### config.mk
export PLATFORM = sky130hd
export DESIGN_NAME = dms_seq
export DESIGN_NICKNAME = d
export VERILOG_FILES = /design/src/rtl/dms_pkg.sv /design/src/rtl/dms_ck_if.sv /design/src/rtl/dms_ckgen.sv /design/src/rtl/dms_seq.sv
export SDC_FILE = /design/constraint.sdc
export NUM_CORES = 1
export LEC_CHECK = 0
export ABC_AREA = 1
export BUFFER_PORTS_ARGS = -buffer_cell sky130_fd_sc_hd__buf_2
export CORE_ASPECT_RATIO = 1.5
export CORE_MARGIN = 2
export CORE_UTILIZATION = 61
export DETAILED_ROUTE_END_ITERATION = 16
export PLACE_DENSITY = 0.83
export SKIP_LAST_GASP = 1
export SYNTH_ARGS = -nofsm -noshare
export SYNTH_HDL_FRONTEND = slang
export SYNTH_SLANG_ARGS = --single-unit
### constraint.sdc
create_clock -name pclk -period 3.52 [get_ports pclk]
set_clock_uncertainty 0.05 [all_clocks]
set_input_delay 0.352 -clock pclk [delete_from_list [all_inputs] [get_ports pclk]]
set_output_delay 0.352 -clock pclk [all_outputs]
set_load 0.1 [all_outputs]
### src/rtl/dms_pkg.sv
// Package with register map, field positions, timing counts and state types of the DLL switch sequencer.
package dms_pkg;
  // ===========================================================
  // Register offsets (byte addresses, one 32-bit word each)
  // ===========================================================
  localparam logic [7:0] OFS_CTRL = 8'h00;
  localparam logic [7:0] OFS_MR0 = 8'h04;
  localparam logic [7:0] OFS_MR1 = 8'h08;
  localparam logic [7:0] OFS_MR2 = 8'h0C;
  localparam logic [7:0] OFS_DIV_ON = 8'h10;
  localparam logic [7:0] OFS_DIV_OFF = 8'h14;
  localparam logic [7:0] OFS_STATUS = 8'h18;
  localparam logic [7:0] OFS_PER_SUM = 8'h1C;
  localparam logic [7:0] OFS_HIGH_SUM = 8'h20;
  // ===========================================================
  // Field positions and reset values
  // ===========================================================
  localparam int CTRL_START = 0;
  localparam int CTRL_TO_OFF = 1;
  localparam int CTRL_ZQ_EN = 2;
  localparam int MR1_DLL_DIS = 0;
  localparam int MR0_DLL_RST = 8;
  localparam int MR0_CL_LSB = 4;
  localparam int MR0_CL_BIT0 = 2;
  localparam int MR2_CWL_LSB = 3;
  localparam logic [2:0] CL6_CODE = 3'h2;
  localparam logic [2:0] CWL6_CODE = 3'h1;
  localparam logic [15:0] MR0_RST = 16'h0000;
  localparam logic [15:0] MR1_RST = 16'h0000;
  localparam logic [15:0] MR2_RST = 16'h0000;
  localparam logic [7:0] DIV_ON_RST = 8'h04;
  localparam logic [7:0] DIV_OFF_RST = 8'h08;
  localparam logic [2:0] BA_MR0 = 3'h0;
  localparam logic [2:0] BA_MR1 = 3'h1;
  localparam logic [2:0] BA_MR2 = 3'h2;
  localparam int ZQ_LONG_BIT = 10;
  // ===========================================================
  // Command pin codes {cs_n, ras_n, cas_n, we_n}
  // ===========================================================
  localparam logic [3:0] CMD_NOP = 4'h7;
  localparam logic [3:0] CMD_MRS = 4'h0;
  localparam logic [3:0] CMD_REF = 4'h1;
  localparam logic [3:0] CMD_ZQ = 4'h6;
  // ===========================================================
  // Waits in link clock cycles (nCK)
  // ===========================================================
  localparam logic [15:0] T_MOD = 16'h000C;
  localparam logic [15:0] T_MRD = 16'h0004;
  localparam logic [15:0] T_CKSRE = 16'h0005;
  localparam logic [15:0] T_CKSRX = 16'h0005;
  localparam logic [15:0] T_XS = 16'h0010;
  localparam logic [15:0] T_DLLK = 16'h0200;
  localparam logic [15:0] T_ZQOPER = 16'h0100;
  localparam logic [7:0] WIN_LAST = 8'hC7;
  // ===========================================================
  // Types
  // ===========================================================
  typedef enum logic [3:0] {
    ST_IDLE = 4'b0000,
    ST_PREP = 4'b0001,
    ST_SRE = 4'b0010,
    ST_CHG = 4'b0011,
    ST_SRX = 4'b0100,
    ST_MR1ON = 4'b0101,
    ST_MR0R = 4'b0110,
    ST_MR2 = 4'b0111,
    ST_MR0 = 4'b1000,
    ST_ZQ = 4'b1001,
    ST_WAIT = 4'b1010,
    ST_DONE = 4'b1011
  } dms_state_type;
  typedef enum logic [1:0] {
    DLL_ON = 2'b00,
    DLL_OFF = 2'b01,
    DLL_LOCK = 2'b10
  } dms_dll_type;
endpackage

### src/rtl/dms_ck_if.sv
// Interface between the sequencer and the link clock generator.
`timescale 1ns/100ps
interface dms_ck_if;
  logic [7:0] half;
  logic load;
  logic ck;
  logic ck_rise;
  logic ck_fall;
  logic [19:0] per_sum;
  logic [19:0] high_sum;
  modport gen(input half, input load, output ck, output ck_rise, output ck_fall,
              output per_sum, output high_sum);
  modport seq(output half, output load, input ck, input ck_rise, input ck_fall,
              input per_sum, input high_sum);
endinterface

### src/rtl/dms_ckgen.sv
// Link clock divider with period and high-time sums over a 200-period averaging window.
`timescale 1ns/100ps
module dms_ckgen
  import dms_pkg::*;
(
  input wire logic pclk,
  input wire logic presetn,
  dms_ck_if.gen ck_if
);
  typedef struct packed {
    logic [7:0] half;
    logic [7:0] cnt;
    logic ck;
    logic rise;
    logic fall;
    logic [7:0] win;
    logic [19:0] per_acc;
    logic [19:0] high_acc;
    logic [19:0] per_sum;
    logic [19:0] high_sum;
  } dms_gen_type;

  dms_gen_type q;
  dms_gen_type n;

  // ===========================================================
  // Divider and window sums
  // ===========================================================
  always_comb begin
    n = q;
    n.rise = 1'b0;
    n.fall = 1'b0;
    n.per_acc = q.per_acc + 20'h00001;
    n.high_acc = q.high_acc + {19'h00000, q.ck};
    if (ck_if.load) begin
      n.half = ck_if.half;
      n.cnt = 8'h00;
    end else if (q.cnt + 8'h01 >= q.half) begin
      n.cnt = 8'h00;
      n.ck = !q.ck;
      n.rise = !q.ck;
      n.fall = q.ck;
    end else begin
      n.cnt = q.cnt + 8'h01;
    end
    // Sums close after 200 rising-to-rising periods; software divides them.
    if (n.rise) begin
      if (q.win == WIN_LAST) begin
        n.win = 8'h00;
        n.per_sum = n.per_acc;
        n.high_sum = n.high_acc;
        n.per_acc = 20'h00000;
        n.high_acc = 20'h00000;
      end else begin
        n.win = q.win + 8'h01;
      end
    end
  end

  always_ff @(posedge pclk or negedge presetn) begin
    if (!presetn) begin
      q <= '{half: DIV_ON_RST, default: '0};
    end else begin
      q <= n;
    end
  end

  assign ck_if.ck = q.ck;
  assign ck_if.ck_rise = q.rise;
  assign ck_if.ck_fall = q.fall;
  assign ck_if.per_sum = q.per_sum;
  assign ck_if.high_sum = q.high_sum;
endmodule

### src/rtl/dms_seq.sv
// DDR3 DLL on/off switching sequencer with an APB register file and link clock divider.
//
// The APB interface to the registers and the register offsets were left to the implementer.
`timescale 1ns/100ps
module dms_seq
  import dms_pkg::*;
#(
  parameter int ADDR_W = 14
) (
  input wire logic pclk,
  input wire logic presetn,
  input wire logic [7:0] paddr,
  input wire logic psel,
  input wire logic penable,
  input wire logic pwrite,
  input wire logic [31:0] pwdata,
  output logic pready,
  output logic [31:0] prdata,
  output logic pslverr,
  input wire logic banks_idle,
  output logic ddr_ck,
  output logic ddr_cke,
  output logic ddr_cs_n,
  output logic ddr_ras_n,
  output logic ddr_cas_n,
  output logic ddr_we_n,
  output logic [2:0] ddr_ba,
  output logic [ADDR_W-1:0] ddr_addr,
  output logic ddr_odt,
  output logic busy,
  output logic dll_cmd_block
);
  typedef struct packed {
    dms_state_type state;
    dms_state_type ret;
    logic [15:0] cnt;
    dms_dll_type dll;
    logic [15:0] dllk;
    logic to_off;
    logic zq_en;
    logic done;
    logic err;
    logic [15:0] mr0;
    logic [15:0] mr1;
    logic [15:0] mr2;
    logic [7:0] div_on;
    logic [7:0] div_off;
    logic cke;
    logic odt;
    logic [3:0] cmd;
    logic [2:0] ba;
    logic [15:0] addr;
    logic load;
    logic [31:0] rdata;
    logic rerr;
  } dms_seq_type;

  dms_seq_type q;
  dms_seq_type n;
  dms_ck_if ck_if();

  dms_ckgen u_ckgen (
    .pclk(pclk),
    .presetn(presetn),
    .ck_if(ck_if)
  );

  // Puts one command on the pins and waits the given number of link cycles.
  function automatic dms_seq_type issue(input dms_seq_type s, input logic [3:0] c,
                                        input logic [2:0] b, input logic [15:0] a,
                                        input logic [15:0] w, input dms_state_type r);
    dms_seq_type t;
    t = s;
    t.cmd = c;
    t.ba = b;
    t.addr = a;
    t.cnt = w;
    t.ret = r;
    t.state = ST_WAIT;
    return t;
  endfunction

  // ===========================================================
  // Register access and sequencer
  // ===========================================================
  logic wr_en;
  logic rd_setup;
  logic [15:0] mr0_val;
  logic [15:0] mr2_val;

  assign wr_en = psel && penable && pwrite;
  assign rd_setup = psel && !penable;

  always_comb begin
    n = q;
    n.load = 1'b0;
    // DLL-off mode supports only CL=6 and CWL=6; the fields are forced there.
    mr0_val = q.mr0;
    mr0_val[MR0_DLL_RST] = 1'b0;
    mr2_val = q.mr2;
    if (q.to_off) begin
      mr0_val[MR0_CL_LSB +: 3] = CL6_CODE;
      mr0_val[MR0_CL_BIT0] = 1'b0;
      mr2_val[MR2_CWL_LSB +: 3] = CWL6_CODE;
    end
    if (rd_setup) begin
      n.rerr = 1'b0;
      case (paddr)
        OFS_CTRL: n.rdata = {29'h00000000, q.zq_en, q.to_off, 1'b0};
        OFS_MR0: n.rdata = {16'h0000, q.mr0};
        OFS_MR1: n.rdata = {16'h0000, q.mr1};
        OFS_MR2: n.rdata = {16'h0000, q.mr2};
        OFS_DIV_ON: n.rdata = {24'h000000, q.div_on};
        OFS_DIV_OFF: n.rdata = {24'h000000, q.div_off};
        OFS_STATUS: n.rdata = {20'h00000, q.state, 2'h0, q.dll != DLL_ON, q.dll,
                               q.err, q.done, q.state != ST_IDLE};
        OFS_PER_SUM: n.rdata = {12'h000, ck_if.per_sum};
        OFS_HIGH_SUM: n.rdata = {12'h000, ck_if.high_sum};
        default: begin
          n.rdata = 32'h00000000;
          n.rerr = 1'b1;
        end
      endcase
    end
    if (wr_en) begin
      case (paddr)
        OFS_CTRL: begin
          if (pwdata[CTRL_START] && q.state != ST_IDLE) begin
            n.err = 1'b1;
          end else if (pwdata[CTRL_START]) begin
            n.state = ST_PREP;
            n.to_off = pwdata[CTRL_TO_OFF];
            n.zq_en = pwdata[CTRL_ZQ_EN];
            n.err = 1'b0;
            n.done = 1'b0;
          end
        end
        OFS_MR0: if (q.state == ST_IDLE) n.mr0 = pwdata[15:0];
        OFS_MR1: if (q.state == ST_IDLE) n.mr1 = pwdata[15:0];
        OFS_MR2: if (q.state == ST_IDLE) n.mr2 = pwdata[15:0];
        OFS_DIV_ON: if (q.state == ST_IDLE) n.div_on = pwdata[7:0];
        OFS_DIV_OFF: if (q.state == ST_IDLE) n.div_off = pwdata[7:0];
        default: n.err = q.err;
      endcase
    end
    if (ck_if.ck_rise) begin
      if (q.cnt != 16'h0000) n.cnt = q.cnt - 16'h0001;
      if (q.dllk != 16'h0000) n.dllk = q.dllk - 16'h0001;
    end
    if (q.dll == DLL_LOCK && q.dllk == 16'h0000) n.dll = DLL_ON;
    // Termination stays off for the whole procedure, so ODT never rises.
    n.odt = 1'b0;
    if (ck_if.ck_fall) begin
      n.cmd = CMD_NOP;
      case (q.state)
        ST_PREP: begin
          if (banks_idle && q.to_off) begin
            n = issue(n, CMD_MRS, BA_MR1, q.mr1 | 16'h0001, T_MOD, ST_SRE);
            n.dll = DLL_OFF;
          end else if (banks_idle) begin
            n.state = ST_SRE;
          end
        end
        ST_SRE: begin
          // The entry rise itself is counted, so one extra rise keeps the full tCKSRE.
          n = issue(n, CMD_REF, 3'h0, 16'h0000, T_CKSRE + 16'h0001, ST_CHG);
          n.cke = 1'b0;
        end
        ST_SRX: begin
          n.cke = 1'b1;
          n = issue(n, CMD_NOP, 3'h0, 16'h0000, T_XS, q.to_off ? ST_MR2 : ST_MR1ON);
        end
        ST_MR1ON: begin
          n = issue(n, CMD_MRS, BA_MR1, q.mr1 & 16'hFFFE, T_MRD, ST_MR0R);
        end
        ST_MR0R: begin
          n = issue(n, CMD_MRS, BA_MR0, q.mr0 | 16'h0100, T_MRD, ST_MR2);
          n.dll = DLL_LOCK;
          // The reset command's own rise is counted, so lock ends a full tDLLK later.
          n.dllk = T_DLLK + 16'h0001;
        end
        ST_MR2: n = issue(n, CMD_MRS, BA_MR2, mr2_val, T_MRD, ST_MR0);
        ST_MR0: n = issue(n, CMD_MRS, BA_MR0, mr0_val, T_MOD, q.zq_en ? ST_ZQ : ST_DONE);
        ST_ZQ: n = issue(n, CMD_ZQ, 3'h0, 16'h0400, T_ZQOPER, ST_DONE);
        ST_WAIT: if (q.cnt == 16'h0000) n.state = q.ret;
        ST_DONE: begin
          if (q.dll != DLL_LOCK) begin
            n.state = ST_IDLE;
            n.done = 1'b1;
          end
        end
        default: n.state = q.state;
      endcase
    end
    // The divider only retunes while the device sits in self refresh.
    if (q.state == ST_CHG) begin
      n.load = 1'b1;
      n.cnt = T_CKSRX;
      n.ret = ST_SRX;
      n.state = ST_WAIT;
    end
  end

  always_ff @(posedge pclk or negedge presetn) begin
    if (!presetn) begin
      q <= '{state: ST_IDLE, ret: ST_IDLE, dll: DLL_ON, mr0: MR0_RST, mr1: MR1_RST,
             mr2: MR2_RST, div_on: DIV_ON_RST, div_off: DIV_OFF_RST, cke: 1'b1,
             cmd: CMD_NOP, default: '0};
    end else begin
      q <= n;
    end
  end

  assign ck_if.half = q.to_off ? q.div_off : q.div_on;
  assign ck_if.load = q.load;
  assign pready = 1'b1;
  assign prdata = q.rdata;
  assign pslverr = q.rerr;
  assign ddr_ck = ck_if.ck;
  assign ddr_cke = q.cke;
  assign {ddr_cs_n, ddr_ras_n, ddr_cas_n, ddr_we_n} = q.cmd;
  assign ddr_ba = q.ba;
  assign ddr_addr = q.addr[ADDR_W-1:0];
  assign ddr_odt = q.odt;
  assign busy = q.state != ST_IDLE;
  assign dll_cmd_block = q.dll != DLL_ON;

  // ===========================================================
  // Checks: link cycle counters since the last MRS, CKE rise and load
  // ===========================================================
  logic new_cmd;
  logic new_mrs;
  logic [15:0] gap_q;
  logic [15:0] xs_q;
  logic [15:0] stab_q;
  logic cke_p_q;
  logic [3:0] cmd_p_q;

  assign new_cmd = q.cmd != CMD_NOP && cmd_p_q == CMD_NOP;
  assign new_mrs = new_cmd && q.cmd == CMD_MRS;

  always_ff @(posedge pclk or negedge presetn) begin
    if (!presetn) begin
      gap_q <= 16'hFFFF;
      xs_q <= 16'hFFFF;
      stab_q <= 16'h0000;
      cke_p_q <= 1'b1;
      cmd_p_q <= CMD_NOP;
    end else begin
      cke_p_q <= q.cke;
      cmd_p_q <= q.cmd;
      if (new_mrs) gap_q <= {15'h0000, ck_if.ck_rise};
      else if (ck_if.ck_rise && gap_q != 16'hFFFF) gap_q <= gap_q + 16'h0001;
      if (q.cke && !cke_p_q) xs_q <= {15'h0000, ck_if.ck_rise};
      else if (ck_if.ck_rise && xs_q != 16'hFFFF) xs_q <= xs_q + 16'h0001;
      if (q.load) stab_q <= 16'h0000;
      else if (ck_if.ck_rise && stab_q != 16'hFFFF) stab_q <= stab_q + 16'h0001;
    end
  end
endmodule

# After elaboration in Yosys (flattened, before gate mapping)

Cells that the tools add are included.

Register bits: 276
Bits of input ports: 46
Output and inout port bits: 60
Word-level logic and storage cells: 152

Add/subtract/negate cells: 6
$lt $le $gt $ge: 1
Equal/unequal tests: 25
Multiplexer cells: 54
Bitwise logic cells: 7
Reduce and logical (&&, ||, !) cells: 27

Operator list:

| operator                                            | number |
|---|---|
| case mux 124 bit (8 select lines)                   | 1 |
| case mux 40 bit (8 select lines)                    | 1 |
| case mux 20 bit (9 select lines)                    | 1 |
| two-way mux 169 bit                                 | 1 |
| two-way mux 165 bit                                 | 1 |
| two-way mux 16 bit                                  | 10 |
| two-way mux 80 bit                                  | 2 |
| two-way mux 68 bit                                  | 1 |
| two-way mux 8 bit                                   | 8 |
| two-way mux 4 bit                                   | 9 |
| two-way mux 33 bit                                  | 1 |
| equality test 8 x 5 -> 1 bit, second input constant | 4 |
| zero test 16 bit                                    | 2 |
| nonzero test 16 bit                                 | 2 |
| subtractor 16 x 1 -> 16 bit, second input constant  | 2 |
| two-way mux 24 bit                                  | 1 |
| adder 20 x 1 -> 20 bit                              | 1 |
| adder 20 x 1 -> 20 bit, second input constant       | 1 |
| adder 8 x 1 -> 8 bit, second input constant         | 2 |
| equality test 4 x 3 -> 1 bit, second input constant | 4 |
| equality test 4 bit, second input constant          | 4 |
| equality test 8 x 4 -> 1 bit, second input constant | 2 |
| case mux 4 bit (4 select lines)                     | 1 |
| two-way mux 3 bit                                   | 4 |
| other kinds (27)                                    | 54 |

# Longest topological paths before layout

Depth after elaboration: 10
Depth in mapped cells: 15
Gate-level depth less buffers: 14

# Modules after synthesis

Synthesis repeated with hierarchy kept, for this count alone.

Cells, all modules: 1,804
Area total of the unflattened synthesis: 13,902.1 um^2

By module, submodules not included:

| module    | times used | cells each | area each (um^2) | sequential area each (um^2) |
|---|---|---|---|---|
| dms_seq   | 1          | 1,142      | 8,515.7          | 3,784.9 |
| dms_ckgen | 1          | 662        | 5,386.4          | 2,678.8 |

# Least setup slack after synthesis

OpenSTA, ideal clock, no wires.

Path type: flip-flop to flip-flop
Start: register u_ckgen.q (netlist bit u_ckgen.ck_if.ck)
End: register u_ckgen.q (netlist bit u_ckgen.ck_if.high_sum[14])
Library setup time: 0.116 ns
Arrival: 2.425 ns
Data required time: 3.354 ns
Slack: 0.929 ns
Cell stages (with the launch flop): 11
Buffers on the path: 0
Period minus slack after synthesis: 2.591 ns
Cell sequence: dfrtp_1 -> ha_1 -> ha_1 -> nand3_1 -> nor2_1 -> nand2_1 -> nor2_1 -> nand4_1 -> xnor2_1 -> nand2_1 -> nand2_1

Longest elaborated chain between the ends: 4
Elaborated cells between the ends (all ways): 5
Those cells by class: add/sub: 1; mux: 2; reduce/logical: 2

RTL lines:

| what                                                           | RTL line        | text |
|---|---|---|
| from (decl)                                                    | dms_ckgen.sv:23 | `dms_gen_type q;` |
| from (signal assigned)                                         | dms_ckgen.sv:64 | `q <= n;` |
| branches (longest 4 deep; another with adder 20 x 1 -> 20 bit) | n/a             |  |

Parallel ways; which one is timed is not known.
A chain may end at the register's enable or synchronous reset.

# Worst setup path in the final report

Start: register u_ckgen.q[91] (netlist name)
End: register u_ckgen.q (netlist bit u_ckgen.ck_if.high_sum[2])

Longest elaborated chain between the ends: 5

RTL lines:

| what                                 | RTL line        | text |
|---|---|---|
| adder 8 x 1 -> 8 bit                 | dms_ckgen.sv:38 | `end else if (q.cnt + 8'h01 >= q.half) begin` |
| >= comparator 8 bit                  | dms_ckgen.sv:38 |  |
| two-way mux 2 bit                    | dms_ckgen.sv:38 |  |
| two-way mux 2 bit                    | dms_ckgen.sv:35 | `if (ck_if.load) begin` |
| AND reduction 2 bit (no source line) | n/a             |  |

Every way passes these cells.

==> flow_summary.rst <==
.. list-table::
   :header-rows: 1

   * - Metric
     - Value
   * - Status
     - finished clean
   * - RSZ-0062 raised after global routing
     - false
   * - Post-Synth Adder-Cell Area
     - 0.01412
   * - Cell Count Post-Placement
     - 1980
   * - Layout overhead on the synthesized area
     - 8.725%
   * - Residual DRC count
     - 0
   * - Initial antenna violation count
     - 0
   * - Overall Power
     - 6.024 mW
   * - Area share of and/or/nand/nor cells after synthesis
     - 0.2540
   * - Number of DRC markers after the initial detailed-route iteration
     - 924
   * - Average wire per cell in the routed design
     - 17.00 um
   * - Category of the worst setup path capture point
     - flip-flop
   * - TritonCTS clock tree
     - done
   * - Count of boundary I/O pins
     - 106
   * - Sum of routed wire length over all layers
     - 34460 um
   * - Most area-consuming cells after synthesis
     - sky130_fd_sc_hd__dfrtp_1 47%, sky130_fd_sc_hd__nand2_1 14%, sky130_fd_sc_hd__o21ai_0 6.4%
   * - Synthesized instance count
     - 1710
   * - Time the worst path needs with I/O delays and setup
     - 2993 ps
   * - # Post-CTS Setup Buffers
     - 0
   * - Top routing layer used
     - met4
   * - Critical-path top delay cell
     - sky130_fd_sc_hd__buf_4
   * - Standard cell core area
     - 0.02155 sq mm
   * - Final std cell area, no fill
     - 0.01445 sq mm
   * - Part of the cycle the worst path needs
     - 0.8504
   * - CP Class
     - reg -> reg
   * - Switching share of power
     - 0.2241
   * - Transition time of the tightest slew-check pin
     - 1004 ps
   * - Post-route worst setup slack
     - 526.6 ps
   * - Share of cell area taken by muxes after synthesis
     - 0
   * - Type of element launching the critical path
     - flip-flop
   * - Overall fraction of global-route tracks in use
     - 0.2991
   * - Final-layout worst hold slack
     - 74.18 ps
   * - Final hold viol count
     - 0
   * - Setup TNS Final
     - 0 ps
   * - Relative max-transition margin
     - 0.3290
   * - Area share of xor/xnor cells in the synthesized design
     - 0.04612
   * - Number of standard cells in the final layout excluding fillers
     - 2027
   * - Number of enable-type register cells in the synthesized netlist
     - 0
   * - Cell variety after synth
     - 38
   * - Most common flop cell mapped by yosys
     - sky130_fd_sc_hd__dfrtp_1
   * - Largest net degree at the start of global routing
     - 76
   * - Final HPWL from detailed placement
     - 24350 um
   * - Maximum number of buffers from clock root to sink
     - 3
   * - P_leak
     - 7.748 nW
   * - Register clock-pin slew on the reported worst setup and hold paths
     - 60 ps
   * - Portion of total power attributed to sequential cells
     - 0.493
   * - Wire length of the first global-routing pass
     - 55350 um
   * - Fin. max-slew vios
     - 0
   * - DIE WIDTH
     - 124.5 um
   * - Stage delay of the slowest cell on the critical path
     - 500 ps
   * - Fraction of the yosys area taken by sequential cells
     - 0.4862
   * - Die Outline Area
     - 0.02301 sq mm
   * - Worst-path fanout max
     - 63
   * - Total met3 wirelength after detailed routing
     - 2007 um
   * - Clk sinks
     - 258
   * - Worst-Skew Late Latency
     - 530 ps
   * - Sequential cell area
     - 0.006464 sq mm
   * - Share of cells above drive strength 1
     - 0.08547
   * - Count of state elements after synthesis
     - 258
   * - Placed cell area
     - 0.01357 sq mm
   * - Vias after detailed routing
     - 11.40k
   * - Number of diodes added for antenna fixing
     - 0
   * - Number of violations of the max-capacitance limit
     - 0
   * - Initial Utilization
     - 0.6168
   * - Setup violators final
     - 0
   * - Worst slack at placement
     - 567.6 ps
   * - Upper clock frequency limit
     - 334.1 MHz
   * - Routability-driven placement congestion ratio
     - 0.9544
   * - Floorplan row count
     - 66
   * - DR vias/cell
     - 5.626
   * - Via count of the first global-routing pass
     - 11.35k
   * - Fraction of the mapped netlist area in compound gates
     - 0.1014
   * - Buffers added on ports
     - 73
   * - Area share of the leading cell type in the synthesized netlist
     - 0.4744
   * - Count of synthesis-stage warnings from yosys
     - 0
   * - Proportion of power drawn by combinational gates
     - 0.037
   * - FILL cells
     - 1740
   * - Share of flip-flops with an asynchronous set or reset after synthesis
     - 1.000
   * - Critical path data arrival time
     - 3390 ps
   * - Area of combinational cells with multiple inputs
     - 0.005594 sq mm
   * - Number of nets in the finished design
     - 1798
   * - Clk network pwr share
     - 0.470
   * - Overflow left after global routing
     - 0
   * - Average cell area after synthesis
     - 7.774 sq um
   * - Worst path required time
     - 3920 ps
   * - Total CTS buffers
     - 26
   * - H-tree level count
     - 1
   * - Met2 wire length
     - 17470 um
   * - Final core utilization
     - 0.6706
   * - Maximum vdd ir drop
     - 0.0003441 V
   * - Met1 WL
     - 12760 um
   * - Switching power summed over all nets
     - 1.350 mW
   * - Worst hold-check path type
     - in -> reg
   * - Root Buffer Master
     - sky130_fd_sc_hd__clkbuf_16
   * - Final ANT Viol Nets
     - 0
   * - Worst path cell trace
     - nand3_1 > nand3b_1 > nand3b_1 > xor2_1 > inv_1 > ha_1 > a21oi_1 > o21a_1 > nand3_1 > nand4_4 > buf_4 > nand2_1 > o21ai_1
   * - Yosys top cell by area
     - sky130_fd_sc_hd__dfrtp_1
   * - Total power divided by cell area
     - 416.8 mW/mm^2
   * - Main combinational cell family by area after synthesis
     - simple AND/OR/NAND/NOR gates
   * - Length of the first detailed-routing pass in iterations
     - 6
   * - Synthesized cell area
     - 0.01329 sq mm
   * - Die boundary height
     - 184.8 um
   * - Cell-internal power
     - 4.674 mW
-- critical path, delay by kind of cell, from the launching register on --
family	cells	cell delay, ps
XOR/XNOR	1	170
adder cells (fa/ha/maj)	1	310
flip-flops	1	400
buffers and inverters	2	560
AND/OR/NAND/NOR	6	950
AO/OA/AOI/OAI	3	420
-- flip-flops by register name (all words and copies together) (netlist names) --
register / cells
q: 86
ddr_cas_n: 1
ddr_addr: 14
prdata: 20
u_ckgen.ck_if.ck_fall: 1
u_ckgen.q: 64
ddr_we_n: 1
ddr_cke: 1
mr0_val: 11
u_ckgen.ck_if.per_sum: 20
pslverr: 1
u_ckgen.ck_if.ck_rise: 1
u_ckgen.ck_if.high_sum: 20
ck_if.load: 1
u_ckgen.ck_if.ck: 1
ddr_ba: 2
mr2_val: 13
-- repair_timing --
item                                   4_1_cts  5_1_grt
endpoints found under the hold margin       71        0
resized for setup                            0        0
hold buffers                                 1        0
-- worst paths after layout --
kind | slack, ps | cells after the start | start | endpoint
max | 530 | 13 | u_ckgen.q[91] | u_ckgen.ck_if.high_sum[2]
min | 70 | 3 | pwdata[9] | mr2_val[9]
max reg2reg | 530 | 13 | u_ckgen.q[91] | u_ckgen.ck_if.high_sum[2]
min reg2reg | 430 | 2 | prdata[14] | prdata[14]
max in group asynchronous | 2160 | 3 | presetn | prdata[18]
min in group asynchronous | 330 | 2 | presetn | q[150]
-- layout by cell type (no fill, tap or decap), types with 4 or more instances in the layout --
cell	Yosys	routed
sky130_fd_sc_hd__o22ai_1	8	8
sky130_fd_sc_hd__ha_1	15	15
sky130_fd_sc_hd__nand3b_1	4	4
sky130_fd_sc_hd__dfrtp_1	252	252
sky130_fd_sc_hd__conb_1	2	16
sky130_fd_sc_hd__nor3_1	16	16
sky130_fd_sc_hd__nor2_1	171	171
sky130_fd_sc_hd__clkbuf_16	0	27
sky130_fd_sc_hd__buf_4	55	15
sky130_fd_sc_hd__o21ai_1	14	14
sky130_fd_sc_hd__nor2_2	7	7
sky130_fd_sc_hd__xnor2_1	18	18
sky130_fd_sc_hd__a21o_1	4	4
sky130_fd_sc_hd__inv_1	165	165
sky130_fd_sc_hd__nand3_1	104	104
sky130_fd_sc_hd__o211ai_1	6	6
sky130_fd_sc_hd__clkbuf_1	35	8
sky130_fd_sc_hd__dfstp_2	6	6
sky130_fd_sc_hd__buf_2	12	72
sky130_fd_sc_hd__clkbuf_8	0	6
sky130_fd_sc_hd__nand4_1	14	14
sky130_fd_sc_hd__clkinv_1	4	4
sky130_fd_sc_hd__o21ai_0	169	169
sky130_fd_sc_hd__xor2_1	52	52
sky130_fd_sc_hd__a21oi_1	44	44
sky130_fd_sc_hd__nand2_1	509	509
-- Yosys cell counts (3+ instances only) --
| cell type | instances |
|---|---|
| sky130_fd_sc_hd__nor4_1 | 3 |
| sky130_fd_sc_hd__inv_1 | 165 |
| sky130_fd_sc_hd__nand3b_1 | 4 |
| sky130_fd_sc_hd__dfrtp_1 | 252 |
| sky130_fd_sc_hd__buf_4 | 55 |
| sky130_fd_sc_hd__dfstp_2 | 6 |
| sky130_fd_sc_hd__xnor2_1 | 18 |
| sky130_fd_sc_hd__nand2_1 | 509 |
| sky130_fd_sc_hd__o21ai_0 | 169 |
| sky130_fd_sc_hd__o21ai_2 | 3 |
| sky130_fd_sc_hd__buf_2 | 12 |
| sky130_fd_sc_hd__o21a_1 | 3 |
| sky130_fd_sc_hd__nand4_1 | 14 |
| sky130_fd_sc_hd__clkbuf_1 | 35 |
| sky130_fd_sc_hd__nor2_1 | 171 |
| sky130_fd_sc_hd__clkinv_1 | 4 |
| sky130_fd_sc_hd__nor2_2 | 7 |
| sky130_fd_sc_hd__ha_1 | 15 |
| sky130_fd_sc_hd__nor3_1 | 16 |
| sky130_fd_sc_hd__o21ai_1 | 14 |
| sky130_fd_sc_hd__nand3_1 | 104 |
| sky130_fd_sc_hd__o22ai_1 | 8 |
| sky130_fd_sc_hd__a21o_1 | 4 |
| sky130_fd_sc_hd__buf_6 | 4 |
| sky130_fd_sc_hd__o211ai_1 | 6 |
| sky130_fd_sc_hd__a21oi_1 | 44 |
| sky130_fd_sc_hd__xor2_1 | 52 |
-- cells by family (layout without fill, tap and decap cells) --
logic type	count (synthesis)	count (layout)
and+or+nand+nor	831	831
buffers and inverters	278	309
DFF	258	258
AOI/OAI and AO/OA	256	256
xor gates and xnor gates	70	70
adders and majority gates	15	15
other	2	16
-- power groups by stage --
stage | Sequential [mW] | Clock [mW] | Combinational (mW)
finish | 2.97 | 2.83 | 0.223
global route | 2.97 | 2.98 | 0.242
CTS | 2.97 | 2.85 | 0.225
detailed placement | 3.02 | 0 | 0.224
global placement | 3.02 | 0 | 0.221
floorplan | 3.03 | 0 | 0.124
-- metal layers --
layer | global-route usage | up-vias
met5 | 0 | -
met4 | 0.1838 | 0
met3 | 0.03466 | 143
met2 | 0.5274 | 448
met1 | 0.3505 | 5404
li1 | - | 5408
-- final cells by class --
cell class	count	share of cell area
flip-flops and latches	258	0.4472
multi-input cells	1188	0.3870
clock buffers	41	0.05454
inverters	172	0.04484
repair buffers	91	0.03722
well taps	272	0.02355
clock inverters	5	0.005627
Power figures use the tool's default switching activity.
